==> src/shared/sto_map.svh <==
/*
  timing counts and reset values for the torque-off interlock.
  assumes a 100 mhz core clock; included by bare name.
*/
`ifndef STO_MAP_SVH
`define STO_MAP_SVH
// ----------------------------------------
// timing
// ----------------------------------------
`define STO_CLK_PERIOD_NS   10
`define STO_PULSE_MAX_US    1000
// longest test pulse in cycles, rounded down
`define STO_PULSE_MAX_CYC   ((`STO_PULSE_MAX_US * 1000) / `STO_CLK_PERIOD_NS)
// release filter: an input must stay closed this long before it counts
`define STO_STABLE_US       2
`define STO_STABLE_CYC      (((`STO_STABLE_US * 1000) + `STO_CLK_PERIOD_NS - 1) / `STO_CLK_PERIOD_NS)
// ----------------------------------------
// reset values
// ----------------------------------------
`define STO_RST_CLOSED      1'b0
`endif

==> src/shared/sto_pkg.sv <==
/*
  types for the torque-off interlock.
  assumes nothing beyond the map header.
*/
package sto_pkg;
  typedef enum logic [1:0] {
    STO_SHUT_HALF,
    STO_SHUT_BOTH,
    STO_RELEASED
  } sto_state_t;
endpackage : sto_pkg

==> src/verilog/sto_in_filter.sv <==
/*
  three-flop synchroniser and level filter for one shut-off contact.
  assumes an asynchronous pin and a free-running core clock.
*/
`include "sto_map.svh"
module sto_in_filter
  import sto_pkg::*;
#(
  parameter int CNT_W      = 8,
  parameter int STABLE_CYC = 200
) (
  input  wire logic i_clk,
  input  wire logic i_rstn,
  input  wire logic i_ce,
  input  wire logic i_raw,
  output logic      o_closed
);
  // counter must reach STABLE_CYC-1 without wrapping
  if (STABLE_CYC < 1 || STABLE_CYC >= (1 << CNT_W)) begin : g_bad_cfg
    $error("sto_in_filter: bad STABLE_CYC");
  end
  logic [2:0]       sync_ff;
  logic [2:0]       nxt_sync;
  logic [CNT_W-1:0] cnt_ff;
  logic [CNT_W-1:0] nxt_cnt;
  logic             closed_ff;
  logic             nxt_closed;
  always_comb begin
    nxt_sync   = {sync_ff[1:0], i_raw};
    nxt_cnt    = cnt_ff;
    nxt_closed = closed_ff;
    if (sync_ff[2] == sync_ff[1]) begin
      if (!sync_ff[2]) begin
        // opening is honoured at once; safe direction needs no delay
        nxt_closed = 1'b0;
        nxt_cnt    = '0;
      end else if (!closed_ff) begin
        if (cnt_ff == CNT_W'(STABLE_CYC - 1)) begin
          nxt_closed = 1'b1;
        end else begin
          nxt_cnt = cnt_ff + 1'b1;
        end
      end
    end else begin
      nxt_cnt = '0;
    end
  end
  always_ff @(posedge i_clk or negedge i_rstn) begin
    if (!i_rstn) begin
      sync_ff   <= 3'h0;
      cnt_ff    <= '0;
      closed_ff <= `STO_RST_CLOSED;
    end else if (i_ce) begin
      sync_ff   <= nxt_sync;
      cnt_ff    <= nxt_cnt;
      closed_ff <= nxt_closed;
    end
  end
  assign o_closed = closed_ff;
endmodule : sto_in_filter

==> src/verilog/sto_interlock.sv <==
/*
  safe torque off interlock: two redundant shut-off contacts gate the base
  circuit; a monitor contact reports full shut-off.
  assumes contact inputs are high while closed, asynchronous to I_CLK.
*/
`include "sto_map.svh"
// Notes on behaviour
// - input a open requests shutdown; only closed permits drive. code freezes while I_CE is low, so an open input leaves drive as it was.
// - input b open requests shutdown, independently of input a. code freezes while I_CE is low, so an open input leaves drive as it was.
// - release only with both inputs on; otherwise base circuit stays off.
// - monitor asserted only when both inputs off; one off deasserts it.
// - monitor contact closed only with both inputs off, open while released or with one input off.
module sto_interlock
  import sto_pkg::*;
#(
  parameter int CNT_W      = 8,
  parameter int STABLE_CYC = `STO_STABLE_CYC
) (
  input  wire logic I_CLK,
  input  wire logic I_RSTN,
  input  wire logic I_CE,
  input  wire logic I_TORQUE_OFF_INPUT_A,
  input  wire logic I_TORQUE_OFF_INPUT_B,
  output logic      O_BASE_ENABLE,
  output logic      O_SHUTOFF_MONITOR_OUTPUT,
  output logic      O_SHUTOFF_MONITOR_CONTACT_POS,
  output logic      O_SHUTOFF_MONITOR_CONTACT_NEG
);
  // ----------------------------------------
  // input filtering
  // ----------------------------------------
  logic a_closed;
  logic b_closed;
  // each channel filtered separately so a stuck channel cannot mask the other
  sto_in_filter #(.CNT_W(CNT_W), .STABLE_CYC(STABLE_CYC)) u_filt_a (
    .i_clk    (I_CLK),
    .i_rstn   (I_RSTN),
    .i_ce     (I_CE),
    .i_raw    (I_TORQUE_OFF_INPUT_A),
    .o_closed (a_closed)
  );
  sto_in_filter #(.CNT_W(CNT_W), .STABLE_CYC(STABLE_CYC)) u_filt_b (
    .i_clk    (I_CLK),
    .i_rstn   (I_RSTN),
    .i_ce     (I_CE),
    .i_raw    (I_TORQUE_OFF_INPUT_B),
    .o_closed (b_closed)
  );
  // ----------------------------------------
  // interlock state
  // ----------------------------------------
  sto_state_t state_ff;
  sto_state_t nxt_state;
  logic       en_ff;
  logic       nxt_en;
  logic       mon_ff;
  logic       nxt_mon;
  always_comb begin
    case ({a_closed, b_closed})
      2'b11:   nxt_state = STO_RELEASED;
      2'b00:   nxt_state = STO_SHUT_BOTH;
      default: nxt_state = STO_SHUT_HALF;
    endcase
    case (nxt_state)
      STO_RELEASED: begin
        nxt_en  = 1'b1;
        nxt_mon = 1'b0;
      end
      STO_SHUT_BOTH: begin
        nxt_en  = 1'b0;
        nxt_mon = 1'b1;
      end
      STO_SHUT_HALF: begin
        // half-open is a fault hint: stay off but do not report clean shut-off
        nxt_en  = 1'b0;
        nxt_mon = 1'b0;
      end
      default: begin
        nxt_en  = 1'b0;
        nxt_mon = 1'b0;
      end
    endcase
  end
  always_ff @(posedge I_CLK or negedge I_RSTN) begin
    if (!I_RSTN) begin
      state_ff <= STO_SHUT_BOTH;
      en_ff    <= 1'b0;
      mon_ff   <= 1'b1;
    end else if (I_CE) begin
      state_ff <= nxt_state;
      en_ff    <= nxt_en;
      mon_ff   <= nxt_mon;
    end
  end
  // ----------------------------------------
  // outputs
  // ----------------------------------------
  assign O_BASE_ENABLE                 = en_ff;
  assign O_SHUTOFF_MONITOR_OUTPUT      = mon_ff;
  // contact pair modelled as two closure drives of one relay
  assign O_SHUTOFF_MONITOR_CONTACT_POS = mon_ff;
  assign O_SHUTOFF_MONITOR_CONTACT_NEG = mon_ff;
endmodule : sto_interlock
==> config.mk <==
export PLATFORM = sky130hd
export DESIGN_NAME = sto_interlock
export DESIGN_NICKNAME = d
export VERILOG_FILES = /design/src/shared/sto_pkg.sv /design/src/verilog/sto_in_filter.sv /design/src/verilog/sto_interlock.sv
export VERILOG_INCLUDE_DIRS = /design/src /design/src/shared
export SDC_FILE = /design/constraint.sdc
export NUM_CORES = 1
export LEC_CHECK = 0
export BUFFER_PORTS_ARGS = -buffer_cell sky130_fd_sc_hd__buf_2
export CORE_MARGIN = 3
export CORE_UTILIZATION = 53
export DETAILED_ROUTE_END_ITERATION = 8
export GPL_ROUTABILITY_DRIVEN = 0
export PLACE_DENSITY = 0.85
export SYNTH_ARGS = -nofsm -noshare
export SYNTH_HDL_FRONTEND = slang
export SYNTH_SLANG_ARGS = --single-unit
==> constraint.sdc <==
create_clock -name I_CLK -period 1.4 [get_ports I_CLK]
set_input_delay 0.28 -clock I_CLK [delete_from_list [all_inputs] [get_ports I_CLK]]
set_output_delay 0.28 -clock I_CLK [all_outputs]
set_load 0.05 [all_outputs]
==> key figures, run 1 <==
Clocking
  – Later-pin clock latency in the skew report: 0.36 ns
  – CTS max path bufs: 2
  – Htree depth: 1
  – CTS tree: built
  – CTS Sinks: 26
  – Root Buffer: clkbuf_4
  – Cts bufs inserted: 3
  – CTS clk-pin slew, worst paths: 0.16 ns

Synth
  – Compound-Gate Fraction of Synth Area: 0.1758
  – Register area share after synthesis: 0.4771
  – Post-synth ARST share: 1.000
  – Cells after Synth: roughly 140
  – Predominant post-synthesis flop cell: dfrtp_1
  – Yosys warns: 0
  – Syn Area/Cell: 10.05 um^2
  – Post-synth EDFFs: 0
  – Synthesized net count: 145
  – Synth Area in XOR/XNOR: 0
  – Synthesized cell area: ~0.0014 mm^2
  – Post-synth cell types: 37
  – Post-synthesis register bit count: 26
  – Post-Synth Adder-Cell Area: 0.03663
  – Mux cell area share after synthesis: 0.06502
  – Simple-gate area share of the yosys netlist: 0.2060
  – Largest family of logic cells by synthesized area: simple AND/OR/NAND/NOR gates

GRT
  – Grt total ovfl: 0
  – Pin count of the biggest net entering global routing: 27
  – First-pass GRT wire length: 7.486 mm
  – Initial antenna violation count: 0
  – Vias in the first global route: 1,477
  – Total track usage: 0.3064

Timing
  – Final Worst Setup Slack: -0.2283 ns
  – Fin. Hold Viols: 0
  – Final period util: 1.163
  – Tmin final: 1.628 ns
  – Rel. slew slack: 0.6111
  – Clk_skew: 0.01925 ns
  – Least-Margin Pin Slew: 0.5833 ns
  – Max Fclk: 614.1 MHz
  – Hold WS: 0.1632 ns
  – Setup TNS: -2.220 ns
  – RSZ-0062 raised after global routing: true
  – Setup violations, final: 17
  – Final Max Slew Viols: 0

Detailed routing
  – Antenna Violating Nets Remaining: 0
  – Routed len/inst: 26.57 um
  – Remaining routing DRC violations: 0
  – Vias per cell: between 7 and 8
  – DRT Pass-1 Iters: 4
  – Initial DRC count: between 90 and 100
  – Total Wirelength: 5.446 mm
  – Vias: between 1,000 and 1,500

Cells and area
  – Post-route cell area: a little under 0.002 mm^2
  – Area grow syn2layout: 43.41%
  – Layout cell share with drive strength beyond 1: 0.4915
  – # diodes: 0
  – NumNets Final: 187

Worst setup path
  – RR Startpoint: u_filt_a.sync_ff[1]
  – Nature of the critical path startpoint: flip-flop
  – CP endpoint kind: flip-flop
  – Worst r2r path cells: 5
  – Arrival time worst endpoint: 1.89 ns
  – Worst Setup Path Type: reg -> reg
  – Worst path required time: 1.66 ns
  – CP max stage delay: 0.46 ns
  – Stages on worst setup path: 5
  – Worst Path Buf+Inv: 0
  – Crit-path max FO: 4
  – Reg2Reg Capture Point: u_filt_a.cnt_ff[5]
  – CP max-delay cell: dfrtp_1
  – Worst path cell trace: ha_4 -> and2b_2 -> nand2_4 -> or2_4 -> o31ai_2
  – Worst Setup SP: u_filt_a.sync_ff[1]
  – Delay-heaviest family, CP: simple AND/OR/NAND/NOR gates
  – Reg-to-reg slack, setup: -0.23 ns

Placed design
  – Number of port buffers: 8
  – Detailed placement HPWL: between 2 and 2.5 mm
  – Dpl cell area: 0.001594 mm^2

Power and ir drop
  – Cell Pwr Density: 961.4 mW/mm^2
  – Peak VDD IR: 0.001195 V
  – Static Leak: between 0.8 and 0.9 nW

Status
  – Failing checks: setup timing
  – Status: finished with violations

Die
  – Die area: 0.003223 mm^2
  – Io pins: 9
  – Row Count: 17
  – DIE HEIGHT: between 50 and 60 um
  – Core area: 0.002318 mm^2
  – Initial Util: 0.5893
  – Die width: 56.78 um

Worst hold path
  – Critical hold path startpoint: I_TORQUE_OFF_INPUT_B
  – Hold path cells: 2
  – Worst min-delay path endpoint: u_filt_b.sync_ff[0]
  – Worst Hold Class: in -> reg

Run
  – Max Cap Viol: 0
logic make-up after synthesis:
kind of cell / count (synthesis)
and+or+nand+nor: 53
muxes: 8
adders and majority gates: 4
DFF: 26
AOI/OAI and AO/OA: 35
buffers and inverters: 10
worst max path at each step:
stage / endpoint
after global placement: u_filt_a.cnt_ff[3]
final: u_filt_a.cnt_ff[5]
after detailed placement: u_filt_a.cnt_ff[5]
after CTS: u_filt_a.cnt_ff[5]
after floorplan: u_filt_b.cnt_ff[7]
after global routing: u_filt_a.cnt_ff[5]
Yosys cell counts, drive strengths merged (3+ instances only):
master / count / area [um^2]
a21oi: 5 / 25.02
a31oi: 4 / 25.02
and3: 4 / 25.02
buf: 4 / 31.27
dfrtp: 25 / 625.6
ha: 4 / 50.05
inv: 5 / 18.77
mux2: 7 / 78.83
nand2: 19 / 73.82
nand2b: 3 / 18.77
nand3: 13 / 70.07
nor2: 3 / 11.26
o21ai: 13 / 65.06
o311ai: 3 / 26.28
o31ai: 3 / 22.52
stage by stage:
step	setup slack (ns)	power (mW)	utilization	std cells
global route	-0.2773	1.932	0.8451	205
detailed placement	-0.1478	1.206	0.6875	191
finish	-0.2283	1.884	0.8451	205
CTS	-0.1894	1.665	0.7582	201
global placement	-0.09573	1.178	0.6875	191
floorplan	-0.1208	1.054	-	136
routing by layer:
metal / vias up / GRT usage / routed length (um)
li1: 583 / - / -
met1: 708 / 0.3632 / 2027
met2: 131 / 0.4802 / 2521
met3: 34 / 0.05747 / 552
met4: 0 / 0.2450 / 344
met5: - / 0 / 0
cell type report:
| class | count | area, um^2 |
|---|---|---|
| Multi-Input combinational cell | 100 | 882.1 |
| Sequential cell | 26 | 651.9 |
| Fill cell | 104 | 359.1 |
| Timing Repair Buffer | 42 | 335.3 |
| Clock buffer | 4 | 36.28 |
| Tap cell | 28 | 35.03 |
| Inverter | 5 | 18.77 |
power breakdown:
| part | switching, mW | total (mW) | leakage (nW) | internal, mW |
|---|---|---|---|---|
| Combinational | 0.309 | 0.619 | 0.505 | 0.310 |
| Clock | 0.258 | 0.418 | 0.0210 | 0.160 |
| Sequential | 0.0492 | 0.847 | 0.345 | 0.797 |
| Total | 0.616 | 1.88 | 0.871 | 1.27 |
cell usage in the layout, fill, tap and decap left out, drive strengths merged, types with 2 or more instances in the layout:
cell | netlist | final
nor4 | 2 | 2
nand4 | 2 | 2
a31oi | 4 | 4
nand2b | 3 | 3
buf | 4 | 41
a21oi | 5 | 5
a21boi | 2 | 2
o31ai | 3 | 3
or4 | 2 | 2
nand3 | 13 | 13
o311ai | 3 | 3
nand2 | 19 | 19
dfrtp | 25 | 25
and3 | 4 | 4
ha | 4 | 4
nor2 | 3 | 3
mux2 | 7 | 7
clkbuf | 1 | 4
o21ai | 13 | 13
inv | 5 | 5
registers in the layout (all words and copies together) (netlist names):
register                       count
u_filt_a.sync_ff                   3
u_filt_b.o_closed                  1
u_filt_b.cnt_ff                    8
u_filt_b.sync_ff                   3
O_BASE_ENABLE                      1
u_filt_a.cnt_ff                    8
O_SHUTOFF_MONITOR_CONTACT_NEG      1
u_filt_a.o_closed                  1
what timing repair did:
item	in CTS	in global routing
endpoints found under the hold margin	25	0
hold buffers	1	0
pin swaps	8	12
buffers inserted	5	5
resized for setup	21	38
setup endpoints to repair	19	20
Note: power is estimated with default switching activity, not from simulation.
==> run 2: changes to the inputs <==
MAX_ROUTING_LAYER = met4   (was unset)
SETUP_SLACK_MARGIN = 0.1   (was unset)
SYNTH_HIERARCHICAL = 1   (was unset)
==> run 2 against run 1 <==
Net effect:
- the run still ends with setup timing left
- first-iteration DRC count rose by 120%
- routed wire length rose by 5.4%
- design area rose by 0.45%
- via count rose by 6.0%
- flip-flop and latch count did not move
- clock power rose by 1%
- count of clock-buffer cells in the layout did not move
- critical path depth did not move
- register-to-register slack got worse by 0.18 ns
- total power fell by 4.4%
- combinational power fell by 11%
- sequential power fell by 2%
==> key figures, run 2 <==
Worst setup path
  – CP max stage delay: between 0.4 and 0.5 ns
  – Worst path cell trace: ha_1 -> or4b_4 -> o221ai_4 -> or2_4 -> o31ai_4
  – Delay-heaviest family, CP: simple AND/OR/NAND/NOR gates
  – CP max-delay cell: or4b_4
  – CP endpoint kind: flip-flop
  – Crit-path max FO: 7
  – Arrival time worst endpoint: around 2 ns
  – Worst Path Buf+Inv: 0
  – Worst Setup Path Type: reg -> reg
  – Worst path required time: approximately 1.7 ns
  – Nature of the critical path startpoint: flip-flop

Detailed routing
  – Vias per cell: about 7
  – Antenna Violating Nets Remaining: 0
  – Metal3 WL: 923 um
  – Initial DRC count: 211
  – Total Wirelength: 5.740 mm
  – DRT Pass-1 Iters: 5
  – Remaining routing DRC violations: 0
  – Highest metal used: met4
  – Wl on met1: 1.929 mm
  – Met2 Wirelength: 2.491 mm
  – Routed len/inst: 26.82 um
  – Vias: 1,543

Synth
  – Syn Area/Cell: 10.16 um^2
  – Predominant post-synthesis flop cell: dfrtp_1
  – Top-area cell type share of the netlist area: 0.4367
  – Most frequent cell after synthesis: dfrtp_1
  – Post-synth EDFFs: 0
  – Synthesized cell area: 0.001433 mm^2
  – Synthesized net count: 152
  – Cells after Synth: 141
  – Post-synthesis register bit count: 26
  – Post-synth cell types: 23
  – Register area share after synthesis: 0.4550
  – Top post-synthesis cells by area: dfrtp_1 44%, o31ai_1 6.3%, ha_1 5.2%, o21ai_0 4.5%, a31oi_1 4.4%
  – Yosys warns: 6
  – Synth area leader: dfrtp_1
  – Post-synth ARST share: 1.000
  – Post-synth top cells: 25 x dfrtp_1, 13 x o21ai_0, 12 x o31ai_1, 11 x nand3_1, 10 x a31oi_1

Cells and area
  – Area grow syn2layout: 37.38%
  – Top flop regs: u_filt_a/cnt_ff: 8 flops, u_filt_b/cnt_ff: 8 flops
  – Most common cell after layout, fill and taps aside: buf_4
  – Commonest non-fill, non-tap cells in the layout: 35 x buf_4, 25 x dfrtp_1, 11 x nand3_1, 10 x a31oi_1
  – # diodes: 0
  – Layout cell share with drive strength beyond 1: 0.4565
  – NumNets Final: slightly below 200

Timing
  – Setup violations, final: 21
  – Clk_skew: 0.02223 ns
  – Rel. slew slack: 0.5942
  – Fin. Hold Viols: 0
  – Tmin final: 1.813 ns
  – Final period util: 1.295
  – Hold WS: 0.1407 ns
  – Final Max Slew Viols: 0
  – Final Worst Setup Slack: -0.4130 ns
  – Least-Margin Pin Slew: 0.6088 ns
  – RSZ-0062 raised after global routing: true
  – Max Fclk: between 500 and 600 MHz

Power and ir drop
  – Static Leak: 0.9080 nW
  – Cell Pwr Density: 915.0 mW/mm^2
  – Peak VDD IR: around 0.0012 V
  – Total power: 1.801 mW

Clocking
  – CTS tree: built
  – CTS clk-pin slew, worst paths: 0.17 ns
  – CTS max path bufs: 2
  – Root Buffer: clkbuf_4
  – CTS Sinks: 26
  – Later-pin clock latency in the skew report: 0.35 ns
  – Cts bufs inserted: 3
  – Htree depth: 1

Die
  – Initial Util: 0.5680
  – DIE HEIGHT: about 58 um
  – Core area: 0.002522 mm^2
  – Io pins: 9
  – Die width: approximately 58 um
  – Row Count: 18
  – Die area: 0.003363 mm^2

GRT
  – Pin count of the biggest net entering global routing: 27
  – Vias in the first global route: 1,486
  – Initial antenna violation count: 0
  – Total track usage: 0.3307
  – First-pass GRT wire length: 7.955 mm
  – Grt total ovfl: 0

Status
  – Status: finished with violations
  – Failing checks: setup timing

Worst hold path
  – Worst Hold Class: in -> reg

Run
  – Max Cap Viol: 0

Placed design
  – Number of port buffers: 8
  – Detailed placement HPWL: ~2.3 mm
[run 2: changes by cell type in the layout (fill, tap and decap cells not counted), sizes merged, moves of 5 or more]
| cell | delta |
|---|---|
| buf | +6 |
| nand2 | -13 |
| o21ai | +6 |
| a31oi | +6 |
| a21oi | -5 |
| o31ai | +9 |
[run 2: stage by stage]
| stage | setup slack (ns) | instances | instance area (um^2) | TNS, ns | utilization |
|---|---|---|---|---|---|
| 2_1_floorplan | -0.3153 | 141 | 1438 | -4.534 | - |
| 3_3_place_gp | -0.2800 | 195 | 1625 | -3.353 | 0.6443 |
| 3_5_place_dp | -0.3074 | 195 | 1625 | -4.185 | 0.6443 |
| 4_1_cts | -0.2433 | 211 | 1873 | -3.539 | 0.7426 |
| 5_1_grt | -0.4463 | 214 | 1968 | -7.014 | 0.7803 |
| 6_report | -0.4130 | 214 | 1968 | -6.425 | 0.7803 |
[run 2: power breakdown]
group | switching, mW | internal [mW]
Clock | 0.263 | 0.160
Sequential | 0.0351 | 0.792
Combinational | 0.296 | 0.256
Total | 0.594 | 1.21
[run 2: path summary, 6_finish.rpt]
| kind | to | slack [ns] | depth (start not counted) | from |
|---|---|---|---|---|
| worst max register to register | u_filt_a/cnt_ff[4] | -0.41 | 5 | u_filt_a/sync_ff[2] |
| min in group asynchronous | u_filt_a/o_closed | 0.45 | 2 | I_RSTN |
| max in group asynchronous | u_filt_b/o_closed | 0.54 | 2 | I_RSTN |
| worst min register to register | u_filt_a/cnt_ff[7] | 0.52 | 1 | u_filt_a/cnt_ff[7] |
| worst max-delay path | u_filt_a/cnt_ff[4] | -0.41 | 5 | u_filt_a/sync_ff[2] |
| worst min-delay path | u_filt_a/sync_ff[0] | 0.14 | 2 | I_TORQUE_OFF_INPUT_A |
[run 2: final cells by class]
cell class              count  area (um^2)
flip-flops and latches     26        651.9
multi-input cells          96        799.5
inverters                   9        33.78
fillers                   132        554.3
well taps                  30        37.54
repair buffers             49        409.1
clock buffers               4        36.28
[run 2: repair_timing]
action	4_1_cts	5_1_grt
gates cloned	2	0
hold buffers	1	0
buffers inserted	9	3
endpoints found under the hold margin	25	0
gates resized for setup	30	20
setup endpoints to repair	21	22
pin swaps	4	9
[run 2: cell families after synthesis]
family                   after synthesis  share of synthesized area
AO/OA/AOI/OAI                         43                     0.2096
AND/OR/NAND/NOR                       42                     0.1616
flip-flops                            26                     0.4550
buffers and inverters                 19                    0.07947
adder cells (fa/ha/maj)                6                    0.05240
multiplexers                           5                    0.04192
[run 2: metal layers]
layer  global-route usage  vias up
met5                    -        -
met4               0.1656        0
met1               0.3866      701
met2               0.5403      192
li1                     -      600
met3              0.06682       50
